### src/hw/cba_pkg.sv
package cba_pkg;

  // ----------------------------------------------------------------
  // Timing
  // ----------------------------------------------------------------
  localparam int CLK_NS = 40;            // Node clock period
  localparam int BIT_NS = 1000;          // Bit time at 1 Mb/s
  localparam int BIT_CYC = BIT_NS / CLK_NS;
  localparam int SAMPLE_CYC = BIT_CYC / 2;
  localparam logic [4:0] PH_LAST = 5'(BIT_CYC - 1);
  localparam logic [4:0] PH_SAMPLE = 5'(SAMPLE_CYC);

  // ----------------------------------------------------------------
  // Frame layout
  // ----------------------------------------------------------------
  localparam int ID_W = 11;              // Arbitration identifier
  localparam int DATA_W = 8;             // One payload byte
  localparam int BODY_W = ID_W + DATA_W;
  localparam int FRAME_BITS = 1 + BODY_W; // Start bit, id, data
  localparam int IDLE_BITS = 11;         // Recessive bits for bus free
  localparam logic [4:0] BIT_LAST = 5'(FRAME_BITS - 1);
  localparam logic [4:0] ARB_END = 5'(ID_W);
  localparam logic [4:0] IDLE_LAST = 5'(IDLE_BITS - 1);
  localparam logic [4:0] IDX_ONE = 5'h01;

  // Bus levels
  localparam logic DOM = 1'b0;
  localparam logic REC = 1'b1;

  // Transmit buffer depth
  localparam int BUF_DEPTH = 2;

  // ----------------------------------------------------------------
  // Types
  // ----------------------------------------------------------------
  typedef struct packed {
    logic [ID_W-1:0] id;
    logic [DATA_W-1:0] data;
  } cba_frame_t;

  typedef enum {
    ST_WAIT_IDLE,
    ST_IDLE,
    ST_FRAME
  } cba_state_t;

endpackage

### src/hw/cba_buf.sv
`timescale 1ns/1ps
`default_nettype none

// ------------------------------------------------------------------
// Small valid/ready buffer
// ------------------------------------------------------------------
module cba_buf #(
  parameter int W = 8,
  parameter int DEPTH = 2
) (
  // Clock and reset
  input wire logic mclk,
  input wire logic rst,
  // Fill side
  input wire logic in_valid,
  output logic in_ready,
  input wire logic [W-1:0] in_data,
  // Drain side
  output logic out_valid,
  input wire logic out_ready,
  output logic [W-1:0] out_data
);
  localparam int AW = $clog2(DEPTH);

  logic [W-1:0] mem [DEPTH];   // Storage words
  logic [AW-1:0] wr, next_wr;  // Write slot
  logic [AW-1:0] rd, next_rd;  // Read slot
  logic [AW:0] cnt, next_cnt;  // Words held
  logic push, pop;

  // Honest flags straight from the count
  assign in_ready = (cnt != (AW+1)'(DEPTH));
  assign out_valid = (cnt != '0);
  assign out_data = mem[rd];
  assign push = in_valid && in_ready;
  assign pop = out_valid && out_ready;

  // Pointer and count update
  always_comb begin
    next_wr = wr;
    next_rd = rd;
    if (push) begin
      next_wr = (wr == AW'(DEPTH - 1)) ? '0 : wr + AW'(1);
    end
    if (pop) begin
      next_rd = (rd == AW'(DEPTH - 1)) ? '0 : rd + AW'(1);
    end
    next_cnt = cnt + (AW+1)'(push) - (AW+1)'(pop);
  end

  always_ff @(posedge mclk or posedge rst) begin
    if (rst) begin
      wr <= '0;
      rd <= '0;
      cnt <= '0;
    end else begin
      wr <= next_wr;
      rd <= next_rd;
      cnt <= next_cnt;
    end
  end

  // Storage has no reset; it is only read behind out_valid
  always_ff @(posedge mclk) begin
    if (push) begin
      mem[wr] <= in_data;
    end
  end

endmodule

`default_nettype wire

### src/hw/cba_node.sv
`timescale 1ns/1ps
`default_nettype none

module cba_node (
  // Clock and reset
  input wire logic mclk,
  input wire logic rst,
  // Frames to send
  input wire logic tx_valid,
  output logic tx_ready,
  input wire cba_pkg::cba_frame_t tx_frame,
  // Acceptance filter
  input wire logic [cba_pkg::ID_W-1:0] acc_id,
  input wire logic [cba_pkg::ID_W-1:0] acc_mask,
  // Received frames
  output logic rx_valid,
  output cba_pkg::cba_frame_t rx_frame,
  // Status
  output logic tx_done,
  output logic arb_lost,
  output logic bus_idle,
  // Transceiver pins
  output logic can_tx,
  input wire logic can_rx
);
  import cba_pkg::*;

  // ----------------------------------------------------------------
  // Transmit buffer
  // ----------------------------------------------------------------
  logic buf_valid;          // A frame is pending
  logic buf_pop;            // Frame sent, release it
  cba_frame_t buf_data;     // Pending frame

  // Frames stay here across lost arbitration
  cba_buf #(
    .W(BODY_W),
    .DEPTH(BUF_DEPTH)
  ) u_buf (
    .mclk(mclk),
    .rst(rst),
    .in_valid(tx_valid),
    .in_ready(tx_ready),
    .in_data(tx_frame),
    .out_valid(buf_valid),
    .out_ready(buf_pop),
    .out_data(buf_data)
  );

  // ----------------------------------------------------------------
  // Receive pin synchroniser
  // ----------------------------------------------------------------
  logic rx_m;   // First stage, metastable
  logic rx_q;   // Settled bus level
  logic rx_d;   // Delayed copy for edges
  logic fall;   // Recessive to dominant

  always_ff @(posedge mclk or posedge rst) begin
    if (rst) begin
      rx_m <= REC;
      rx_q <= REC;
      rx_d <= REC;
    end else begin
      rx_m <= can_rx;
      rx_q <= rx_m;
      rx_d <= rx_q;
    end
  end

  assign fall = (rx_d == REC) && (rx_q == DOM);

  // ----------------------------------------------------------------
  // Bit engine state
  // ----------------------------------------------------------------
  cba_state_t st, next_st;
  logic [4:0] ph, next_ph;          // Clock count within a bit
  logic [4:0] idx, next_idx;        // Bit or idle-bit number
  logic next_tx;                    // Level driven on the pin
  logic tx_active, next_txact;      // Still contending / sending
  logic [BODY_W-1:0] tx_shift, next_shift;
  logic [FRAME_BITS-1:0] rx_shift, next_rxs;
  logic next_lost, next_done, next_rxv;
  cba_frame_t next_rxf;
  logic smp;    // Mid-bit sample point
  logic bnd;    // Last clock of a bit
  logic lose;   // Arbitration lost at this sample
  logic match;  // Identifier passes the filter

  // fixed clocks per bit set the rate
  assign smp = (ph == PH_SAMPLE);
  assign bnd = (ph == PH_LAST);
  assign lose = tx_active && smp && (can_tx == REC) &&
                (rx_q == DOM) && (idx <= ARB_END);
  assign match = (((rx_shift[BODY_W-1:DATA_W] ^ acc_id) &
                   acc_mask) == '0);

  // Next-state logic for the whole bit engine
  always_comb begin
    next_st = st;
    next_ph = bnd ? '0 : ph + IDX_ONE;
    next_idx = idx;
    next_tx = can_tx;
    next_txact = tx_active;
    next_shift = tx_shift;
    next_rxs = rx_shift;
    next_lost = 1'b0;
    next_done = 1'b0;
    next_rxv = 1'b0;
    next_rxf = rx_frame;
    buf_pop = 1'b0;
    // Hard sync on any start edge outside a frame
    if (fall && (st != ST_FRAME)) begin
      next_ph = '0;
    end
    case (st)
      ST_WAIT_IDLE: begin
        if (smp) begin
          next_idx = (rx_q == DOM) ? '0 : idx + IDX_ONE;
        end
        // Free only once the last idle bit has fully run out
        if (bnd && (rx_q == REC) && (idx == IDLE_LAST + IDX_ONE)) begin
          next_st = ST_IDLE;
          next_idx = '0;
        end
      end
      ST_IDLE: begin
        if (buf_valid) begin
          next_st = ST_FRAME;
          next_ph = '0;
          next_idx = '0;
          next_tx = DOM;
          next_txact = 1'b1;
          next_shift = buf_data;
        end else if (fall) begin
          // Someone else started; listen
          next_st = ST_FRAME;
          next_idx = '0;
        end
      end
      ST_FRAME: begin
        if (smp) begin
          next_rxs = {rx_shift[FRAME_BITS-2:0], rx_q};
          if (lose) begin
            // no pop, frame stays for retry
            next_txact = 1'b0;
            next_tx = REC;
            next_lost = 1'b1;
          end
        end
        if (bnd) begin
          if (idx == BIT_LAST) begin
            next_st = ST_WAIT_IDLE;
            next_idx = '0;
            next_tx = REC;
            next_txact = 1'b0;
            if (tx_active) begin
              buf_pop = 1'b1;
              next_done = 1'b1;
            end else if (match) begin
              next_rxv = 1'b1;
              next_rxf = rx_shift[BODY_W-1:0];
            end
          end else begin
            next_idx = idx + IDX_ONE;
            if (tx_active) begin
              next_tx = tx_shift[BODY_W-1];
              next_shift = {tx_shift[BODY_W-2:0], REC};
            end
          end
        end
      end
      default: begin
        next_st = ST_WAIT_IDLE;
      end
    endcase
  end

  // Register the bit engine
  always_ff @(posedge mclk or posedge rst) begin
    if (rst) begin
      st <= ST_WAIT_IDLE;
      ph <= '0;
      idx <= '0;
      can_tx <= REC;
      tx_active <= 1'b0;
      tx_shift <= '0;
      rx_shift <= '0;
      arb_lost <= 1'b0;
      tx_done <= 1'b0;
      rx_valid <= 1'b0;
      rx_frame <= '0;
      bus_idle <= 1'b0;
    end else begin
      st <= next_st;
      ph <= next_ph;
      idx <= next_idx;
      can_tx <= next_tx;
      tx_active <= next_txact;
      tx_shift <= next_shift;
      rx_shift <= next_rxs;
      arb_lost <= next_lost;
      tx_done <= next_done;
      rx_valid <= next_rxv;
      rx_frame <= next_rxf;
      bus_idle <= (next_st == ST_IDLE);
    end
  end
endmodule

`default_nettype wire

### config.mk
export PLATFORM = sky130hd
export DESIGN_NAME = cba_node
export DESIGN_NICKNAME = d
export VERILOG_FILES = /design/src/hw/cba_pkg.sv /design/src/hw/cba_buf.sv /design/src/hw/cba_node.sv
export SDC_FILE = /design/constraint.sdc
export NUM_CORES = 1
export LEC_CHECK = 0
export ABC_AREA = 0
export BUFFER_PORTS_ARGS = -buffer_cell sky130_fd_sc_hd__clkbuf_2
export CAP_MARGIN = 20
export CORE_MARGIN = 3
export CORE_UTILIZATION = 55
export DETAILED_ROUTE_END_ITERATION = 7
export HOLD_SLACK_MARGIN = 0.03
export PLACE_DENSITY_LB_ADDON = 0.12
export SYNTH_ARGS = -nofsm -noshare
export SYNTH_HDL_FRONTEND = slang
export SYNTH_SLANG_ARGS = --single-unit
### constraint.sdc
create_clock -name mclk -period 4.1 [get_ports mclk]
set_input_delay 0.41 -clock mclk [delete_from_list [all_inputs] [get_ports mclk]]
set_output_delay 0.41 -clock mclk [all_outputs]
set_load 0.005 [all_outputs]
# After elaboration in Yosys (flattened, before gate mapping)

Memories as Yosys holds them, arrays and structs flattened.
Cells that the tools add are included.

Eq/ne operators: 15
Reductions and logical operators: 20
Bitwise operators: 4
Divide/modulo/power cells: 0
Shift-type cells: 0
$mul: 0
Multiplexer cells: 52
Magnitude comparators: 1
$add $sub $neg: 6

Operators by type and width:

| operator              | count |
|---|---|
| $mux W32              | 5 |
| $pmux W32 S3          | 1 |
| $mux W19              | 4 |
| $eq A32 B2 Y1 const B | 2 |
| $mux W5               | 11 |
| $pmux W19 S2          | 1 |
| $eq A32 B1 Y1 const B | 1 |
| $logic_not A32 Y1     | 1 |
| $ne A32 B3 Y1 const B | 1 |
| $mux W1               | 27 |
| $pmux W5 S3           | 1 |
| $and A11 B11 Y11      | 1 |
| $logic_not A11 Y1     | 1 |
| $xor A11 B11 Y11      | 1 |
| $add A5 B1 Y5 const B | 2 |
| $eq A5 B4 Y1 const B  | 2 |
| $eq A5 B5 Y1 const B  | 2 |
| $logic_and A1 B1 Y1   | 10 |
| $reduce_and A5 Y1     | 2 |
| $ne A2 B2 Y1 const B  | 4 |
| $le A5 B4 Y1 const B  | 1 |
| $pmux W1 S2           | 2 |
| $reduce_and A2 Y1     | 2 |
| $reduce_and A4 Y1     | 1 |
| 9 further kinds       | 12 |

Output and inout port bits: 25
Bits of input ports: 45
Logic and storage cells: 118
Memories kept: 1
Bits in read-only memories: 0
Bits in latches: 0
Register bits after elaboration: 112
Bits in writable memories: 38

Memories:

| memory    | words | width | read ports | clocked after memory_dff | wr ports | line          | text |
|---|---|---|---|---|---|---|---|
| u_buf.mem | 2     | 19    | 1          | 0                        | 1        | cba_buf.sv:25 | `logic [W-1:0] mem [DEPTH];` |

# Depth between registers and ports, before layout

Gate-level depths: netlist of the first run.

Word-level depth: 11
Gate-level depth with buffers: 11
Gate-level depth less buffers: 10

# Modules after synthesis

A second synthesis of the first run with hierarchy kept.

Cells, all modules: 417
Area, all modules: 6044.5 µm²

By module, submodules not included:

| module   | sequential area each (µm²) | cells an instance | area an instance (µm²) | instances |
|---|---|---|---|---|
| cba_node | 2707.6                     | 335               | 4456.8                 | 1 |
| cba_buf  | 1241.2                     | 82                | 1587.8                 | 1 |

# Worst setup path before layout of the first run

OpenSTA, ideal clock, no wires.

Path kind: flip-flop to flip-flop
From: register st[12]
To: register u_buf.cnt[1]
Arrival: 2380 ps
Setup slack: 1640 ps
Library setup time: 80 ps
Period minus slack after synthesis: 2460 ps
Path buffers: 0
Stages on the path, launching flop included: 10
Required time: 4020 ps
Cell sequence: dfrtp_1 -> or4_1 -> nor2_2 -> nand4_4 -> nor4_1 -> ha_1 -> inv_1 -> ha_1 -> xnor2_1 -> xnor2_1

Longest elaborated chain between the ends: 4

RTL lines:

| element                | line            | text |
|---|---|---|
| from (decl)            | cba_node.sv:75  | `cba_state_t st, next_st;` |
| from (signal assigned) | cba_node.sv:194 | `st <= next_st;` |
| $eq A32 B2 Y1          | cba_node.sv:115 | `case (st)` |
| $mux W1                | cba_node.sv:115 |  |
| $logic_and A1 B1 Y1    | cba_buf.sv:36   | `assign pop = out_valid && out_ready;` |
| net u_buf.pop          | cba_buf.sv:29   | `logic push, pop;` |
| $sub A2 B1 Y2          | cba_buf.sv:48   | `next_cnt = cnt + (AW+1)'(push) - (AW+1)'(pop);` |
| net u_buf.next_cnt[1]  | cba_buf.sv:28   | `logic [AW:0] cnt, next_cnt;` |
| to (signal assigned)   | cba_buf.sv:59   | `cnt <= next_cnt;` |
| to (decl)              | cba_buf.sv:28   |  |

The timed path passes the listed nets, and every way through them passes these cells.
A chain may end at the register's enable or synchronous reset.

# Worst setup path in the final report of the first run

From: register st[21]
To: register u_buf.cnt[1]

The elaborated chain is that of the path after synthesis.

==> results of run 1 <==
-- logic make-up after synthesis --
kind of cell    Yosys count  synth area share, %
other cells               1               0.0631
xor+xnor                 18                 2.65
mux                      74                 13.6
fa+ha+maj                 5                 1.05
flops                   150                 66.5
compound gates           51                 5.35
buf+inv                  24                 1.71
simple gates            101                 9.08
-- routing by layer --
| layer | vias to the layer above | wire, um |
|---|---|---|
| li1 | 1728 | - |
| met1 | 1772 | 4690 |
| met2 | 60 | 5200 |
| met3 | 17 | 400 |
| met4 | 0 | 137 |
| met5 | - | 0 |
-- flip-flops by register name (all words and copies together), names as in the netlist, 2 cells and up --
register,flops
u_buf.mem,38
st,32
rx_frame,19
rx_shift,19
tx_shift,19
idx,5
ph,5
u_buf.cnt,2
-- worst min path at each step --
stage,startpoint,cells past startpoint,end
3_5_place_dp,rx_m$_DFF_PP1_,0,rx_q$_DFF_PP1_
3_3_place_gp,rx_m$_DFF_PP1_,0,rx_q$_DFF_PP1_
5_1_grt,tx_frame[4],1,u_buf.mem[1][4]$_DFFE_PP_
2_1_floorplan,rx_m$_DFF_PP1_,0,rx_q$_DFF_PP1_
4_1_cts,tx_frame[17],1,u_buf.mem[1][17]$_DFFE_PP_
6_report,tx_frame[17],1,u_buf.mem[0][17]$_DFFE_PP_
-- stage by stage --
| step | utilization (%) | setup slack, ns | cell area (um^2) | power, uW |
|---|---|---|---|---|
| 6_report | 68.6 | 1.22 | 7150 | 3420 |
| 5_1_grt | 68.6 | 0.987 | 7150 | 3570 |
| 4_1_cts | 68.5 | 1.18 | 7130 | 3460 |
| 3_5_place_dp | 62.9 | 1.21 | 6550 | 2020 |
| 3_3_place_gp | 62.9 | 1.33 | 6550 | 2000 |
| 2_1_floorplan | - | 0.738 | 6050 | 1920 |
-- synthesized netlist by cell type (2+ instances only) --
cell type | instances | area share [%]
or4_1 | 4 | 0.51
mux2_1 | 10 | 1.9
a211oi_1 | 2 | 0.25
and3_1 | 3 | 0.32
nor2_1 | 38 | 2.4
nand3_1 | 10 | 0.84
o21ai_0 | 6 | 0.51
a22oi_1 | 4 | 0.51
nor2b_1 | 2 | 0.21
a21oi_1 | 25 | 2.1
nor4_1 | 5 | 0.53
nor2_2 | 2 | 0.21
clkbuf_1 | 9 | 0.57
nand4_1 | 2 | 0.21
inv_1 | 10 | 0.63
dfrtp_1 | 108 | 45
dfstp_2 | 4 | 1.8
o211a_1 | 2 | 0.34
xor2_1 | 14 | 2.1
nor4bb_1 | 2 | 0.34
mux2_2 | 45 | 8.5
buf_2 | 3 | 0.25
and4b_1 | 2 | 0.34
nand2b_1 | 3 | 0.32
xnor2_1 | 4 | 0.59
nor3_1 | 3 | 0.25
o211ai_1 | 4 | 0.51
ha_1 | 5 | 1.1
edfxtp_1 | 38 | 19
mux2i_1 | 19 | 3.2
nand2_1 | 18 | 1.1
-- cell type report --
class | instances | area [um^2]
clock buffers | 25 | 484
clock inverters | 7 | 73.8
repair buffers | 78 | 425
inverters | 10 | 40.0
flip-flops and latches | 150 | 3950
fillers | 786 | 3270
multi-input cells | 279 | 2000
well taps | 136 | 170
-- critical path, stage by stage, from the launching register on --
cell     delay, ns
dfrtp_1       0.36
or4_1         0.54
nor2_2        0.20
nand4_4       0.35
nor4_1        0.56
ha_1          0.31
inv_1         0.06
ha_1          0.15
xnor2_1       0.14
xnor2_1       0.14
-- report_power, final --
group          internal [uW]  switching (uW)  leakage, uW  total (uW)
Sequential              1680            50.2      0.00182        1730
Combinational           97.4             163      0.00128         260
Clock                    869             555     0.000261        1420
Total                   2650             768      0.00337        3420
==> impl_metrics.csv, run 1 <==
group,metric,value,unit
flow_run,maxCapViolations,0,
global_route,grt_pass1_wl,17700,um
cells_and_area,drive_above_1_share,29.5,%
min_path,hp-class,"primary input to register",
floorplan,rows,37,
floorplan,die-area,0.0121,mm^2
status,status,"finished, final reports clean",
sta,tns,0,ns
sta,fin_skew,0.00996,ns
placed_design,place.detailed.instances,650,
clock_network,clkLatencyLatePin,0.52,ns
clock_network,h-tree-depth,4,
yosys,synth_flop_cell,"dfrtp_1",
floorplan,die_h,110,um
placed_design,gp_congestion,0.830,
worst_setup_path,cp_max_fo,24,
worst_setup_path,worstSetupPathType,"register to register",
yosys,netlist_area,0.00594,mm^2
yosys,syn_avg_cell_area,14.0,um^2
yosys,yosysWarnings,0,
sta,tightest_slew,1.11,ns
global_route,antenna_found_initial,0,
floorplan,coreArea,0.0104,mm^2
power_and_ir_drop,p_leak,0.00337,uW
yosys,syn_inst,424,
worst_setup_path,cp.required,4.54,ns
sta,final.min_clock_period,2.88,ns
yosys,synth_cell_type_count,49,
floorplan,start_util,57.0,%
worst_setup_path,r2r_slack,1.22,ns
sta,holdWs,0.0734,ns
floorplan,die_x,110,um
worst_setup_path,timing.rr.end,"u_buf.cnt[1]$_DFF_PP0_",
sta,slew_headroom,26.0,%
global_route,grt_remaining_overflow,0,
cells_and_area,layout_common_cells,"dfrtp_1 (108), clkbuf_2 (69), mux2_2 (45), nor2_1 (38), edfxtp_1 (38)",
yosys,yosysSeqAreaShare,66.5,%
sta,hold_viol_final,0,
clock_network,cts_buffer_depth,2,
global_route,grt_busiest_layer,"met2",
clock_network,clock_sinks,150,
detailed_routing,num_vias,3577,
global_route,grt_max_degree,58,
detailed_routing,wl_per_cell,15.2,um
clock_network,root_buffer,"clkbuf_8",
detailed_routing,drc,0,
cells_and_area,final_common_cell,"dfrtp_1",
detailed_routing,viasPerCell,5.22,
global_route,grt_pass1_vias,3751,
worst_setup_path,cp-endpoint,"u_buf.cnt[1]$_DFF_PP0_",
cells_and_area,area_delta_synth_final,20.3,%
sta,maxSlewViolCount,0,
detailed_routing,drt-pass1-iter-count,4,
global_route,use_met2,32.4,%
clock_network,hold_buffers,2,
yosys,synth_edf_count,38,
clock_network,cts_buffers,17,
global_route,met1_usage,24.2,%
cells_and_area,diodes,0,
power_and_ir_drop,peakVddDrop,0.334,mV
detailed_routing,dr.first_iter.drc_count,170,
yosys,ys_async_sr_fraction,74.7,%
global_route,grt_usage,19.5,%
clock_network,cts-resized-gates,0,
clock_network,post_cts_buffers,0,
yosys,ys_seq_elements,150,
clock_network,cts_tree,"done",
floorplan,io_pins,70,
detailed_routing,drt-total-wl,10400,um
global_route,use_met3,5.75,%
worst_setup_path,startpoint_type,"register",
worst_setup_path,cp-end-kind,"register",
worst_setup_path,rr_worst_depth,9,
worst_setup_path,r2r_start,"st[21]$_DFF_PP0_",
worst_setup_path,crit_arrival,3.32,ns
detailed_routing,antenna_left,0,
sta,rsz0062_at_grt,"false",
sta,fmaxAchievable,347,MHz
cells_and_area,nets,586,
placed_design,dp_hpwl,7140,um
sta,min_period_over_period,70.3,%
power_and_ir_drop,power_density,478,mW/mm^2
sta,setup_viol,0,
cells_and_area,fin_cells,685,
clock_network,clkTransAtPathRegs,0.06,ns
worst_setup_path,crit_path_start,"st[21]$_DFF_PP0_",
placed_design,port_buffers,69,
No activity file was read; power rests on OpenSTA's default activity.
==> inputs of run 2 (changes only) <==
- clock period: 4.1 -> 2.87 ns (I/O delays scaled with it)
==> run 2 against run 1 <==
Compared with the run above:
- cell area up 2.4%
- sequential share of layout area fell by 1.3 points
- global-route usage fell by 0.42 points
- total power rose by 41%
- wire length decreased by 0.17%
- clock skew about the same
- clock-buffer cell count is 7 lower
- register-to-register slack worse by 0.98 ns
- combinational power up 53%
- clock power increased by 38%
- via count is 2.8% higher
==> impl_metrics.csv, run 2 (same netlist as run 1, synthesis figures left out) <==
group,metric,value,unit
placed_design,pre_cts_ws,0.254,ns
clock_network,post_cts_buffers,0,
cells_and_area,final_common_cell,"dfrtp_1",
global_route,grt_max_degree,76,
min_path,whs_endpoint,"u_buf.wr$_DFFE_PP0P_",
power_and_ir_drop,pwr-share-clk,40.5,%
sta,setup_viol,0,
flow_run,maxCapViolations,0,
worst_setup_path,cp_max_fo,6,
cells_and_area,nFillCells,761,
detailed_routing,viasPerCell,5.22,
sta,min_period_over_period,91.7,%
power_and_ir_drop,power_density,660,mW/mm^2
clock_network,cts_buffer_depth,2,
cells_and_area,regArea,0.00395,mm^2
floorplan,die_x,110,um
detailed_routing,dr.first_iter.drc_count,188,
cells_and_area,drive_above_1_share,28.5,%
detailed_routing,antenna_left,0,
cells_and_area,largest_register_ff_count,38,
detailed_routing,top_layer_used,"met4",
cells_and_area,multi_input_area,0.00200,mm^2
placed_design,dp_hpwl,7050,um
cells_and_area,area_delta_synth_final,23.2,%
detailed_routing,num_vias,3678,
floorplan,die-area,0.0121,mm^2
status,status,"finished, final reports clean",
sta,hold_viol_final,0,
worst_setup_path,r2r_slack,0.24,ns
min_path,holdPathStages,3,
detailed_routing,drt-total-wl,10400,um
placed_design,gp_congestion,0.838,
clock_network,cts-resized-gates,0,
global_route,grt_pass1_wl,17500,um
sta,tns,0,ns
detailed_routing,wl_met2,5160,um
sta,rsz0062_at_grt,"false",
sta,tightest_slew,0.959,ns
floorplan,start_util,57.0,%
global_route,antenna_found_initial,0,
detailed_routing,drt-met1-wl,4760,um
cells_and_area,fin_cells,705,
clock_network,root_buffer,"clkbuf_8",
power_and_ir_drop,peakVddDrop,0.632,mV
global_route,grt_usage,19.1,%
worst_setup_path,r2r_start,"st[21]$_DFF_PP0_",
min_path,hp-class,"primary input to register",
clock_network,clock_sinks,150,
sta,fmaxAchievable,380,MHz
power_and_ir_drop,p_int,3700,uW
power_and_ir_drop,swShare,23.4,%
sta,setup_ws,0.237,ns
detailed_routing,wl_per_cell,14.8,um
global_route,grt_remaining_overflow,0,
cells_and_area,nets,606,
worst_setup_path,worstSetupPathType,"register to register",
floorplan,coreArea,0.0104,mm^2
detailed_routing,drc,0,
global_route,grt_pass1_vias,3780,
detailed_routing,drt-pass1-iter-count,5,
clock_network,clkLatencyLatePin,0.51,ns
floorplan,rows,37,
clock_network,cts_tree,"done",
clock_network,h-tree-depth,4,
sta,fin_skew,0.00965,ns
clock_network,cts_buffers,17,
sta,maxSlewViolCount,0,
cells_and_area,max_flop_register,"u_buf.mem",
min_path,min_from,"tx_valid",
floorplan,io_pins,70,
power_and_ir_drop,p_leak,0.00344,uW
cells_and_area,diodes,0,
cells_and_area,layout_common_cells,"dfrtp_1 (108), clkbuf_2 (69), mux2_2 (45), nor2_1 (38), edfxtp_1 (38)",
power_and_ir_drop,p_sw,1130,uW
worst_setup_path,timing.rr.end,"u_buf.cnt[1]$_DFF_PP0_",
placed_design,port_buffers,69,
power_and_ir_drop,seq_power_share,51.3,%
worst_setup_path,startpoint_type,"register",
power_and_ir_drop,p_comb_share,8.2,%
cells_and_area,largest_registers,"u_buf.mem: 38 flops, st: 32 flops",
sta,final.min_clock_period,2.63,ns
detailed_routing,wl_met3,401,um
worst_setup_path,cp-end-kind,"register",
placed_design,place.detailed.instances,652,
sta,slew_headroom,36.1,%
worst_setup_path,crit_arrival,3.07,ns
worst_setup_path,cp.required,3.31,ns
clock_network,clkTransAtPathRegs,0.06,ns
worst_setup_path,rr_worst_depth,9,
floorplan,die_h,110,um
## run 2: worst max path at each step
stage	slack, ns	startpoint	end	cells past startpoint
after CTS	0.23	st[21]$_DFF_PP0_	u_buf.cnt[1]$_DFF_PP0_	9
after global routing	0.06	st[21]$_DFF_PP0_	u_buf.cnt[1]$_DFF_PP0_	9
after floorplan	0.41	st[12]$_DFF_PP0_	u_buf.cnt[1]$_DFF_PP0_	9
after global placement	0.32	st[12]$_DFF_PP0_	u_buf.cnt[1]$_DFF_PP0_	9
final	0.24	st[21]$_DFF_PP0_	u_buf.cnt[1]$_DFF_PP0_	9
after detailed placement	0.25	st[12]$_DFF_PP0_	u_buf.cnt[1]$_DFF_PP0_	9
## run 2: per-stage QoR
stage	util, %	hold WS (ns)	instance area (um^2)	power, uW
after floorplan	-	0.291	6050	2750
after global placement	63.2	0.347	6580	2870
after detailed placement	63.2	0.352	6580	2900
after CTS	70.3	0.0632	7320	4880
after global routing	70.3	0.0759	7320	5050
final	70.3	0.0785	7320	4830
## run 2: cell type report
type	instances	area share, %
flip-flops and latches	150	54.0
multi-input cells	279	27.4
repair buffers	98	8.58
clock buffers	18	5.71
well taps	136	2.33
clock inverters	14	1.49
inverters	10	0.564
## run 2: power by group through the flow
stage               Combinational (uW)  Sequential (uW)  Clock [uW]
floorplan                          248             2500           0
global placement                   367             2510           0
detailed placement                 381             2520           0
CTS                                405             2480        2000
global route                       451             2490        2100
finish                             397             2470        1960
## run 2: routing by layer
| metal | global-route usage [%] | vias to the layer above |
|---|---|---|
| met1 | 25.8 | 1840 |
| li1 | - | 1766 |
| met4 | 6.06 | 0 |
| met3 | 5.93 | 7 |
| met5 | 0 | - |
| met2 | 29.8 | 65 |
## run 2: repair_timing
item,4_1_cts,5_1_grt
hold buffers,21,0
setup endpoints to repair,0,0
endpoints found under the hold margin,63,0
## run 2: critical path: stages (launching register included)
cell,delay (ns)
dfrtp_1,0.35
or4_1,0.54
nor2_2,0.20
nand4_4,0.18
nor4_1,0.51
ha_1,0.32
inv_1,0.06
ha_1,0.14
xnor2_1,0.13
xnor2_1,0.13
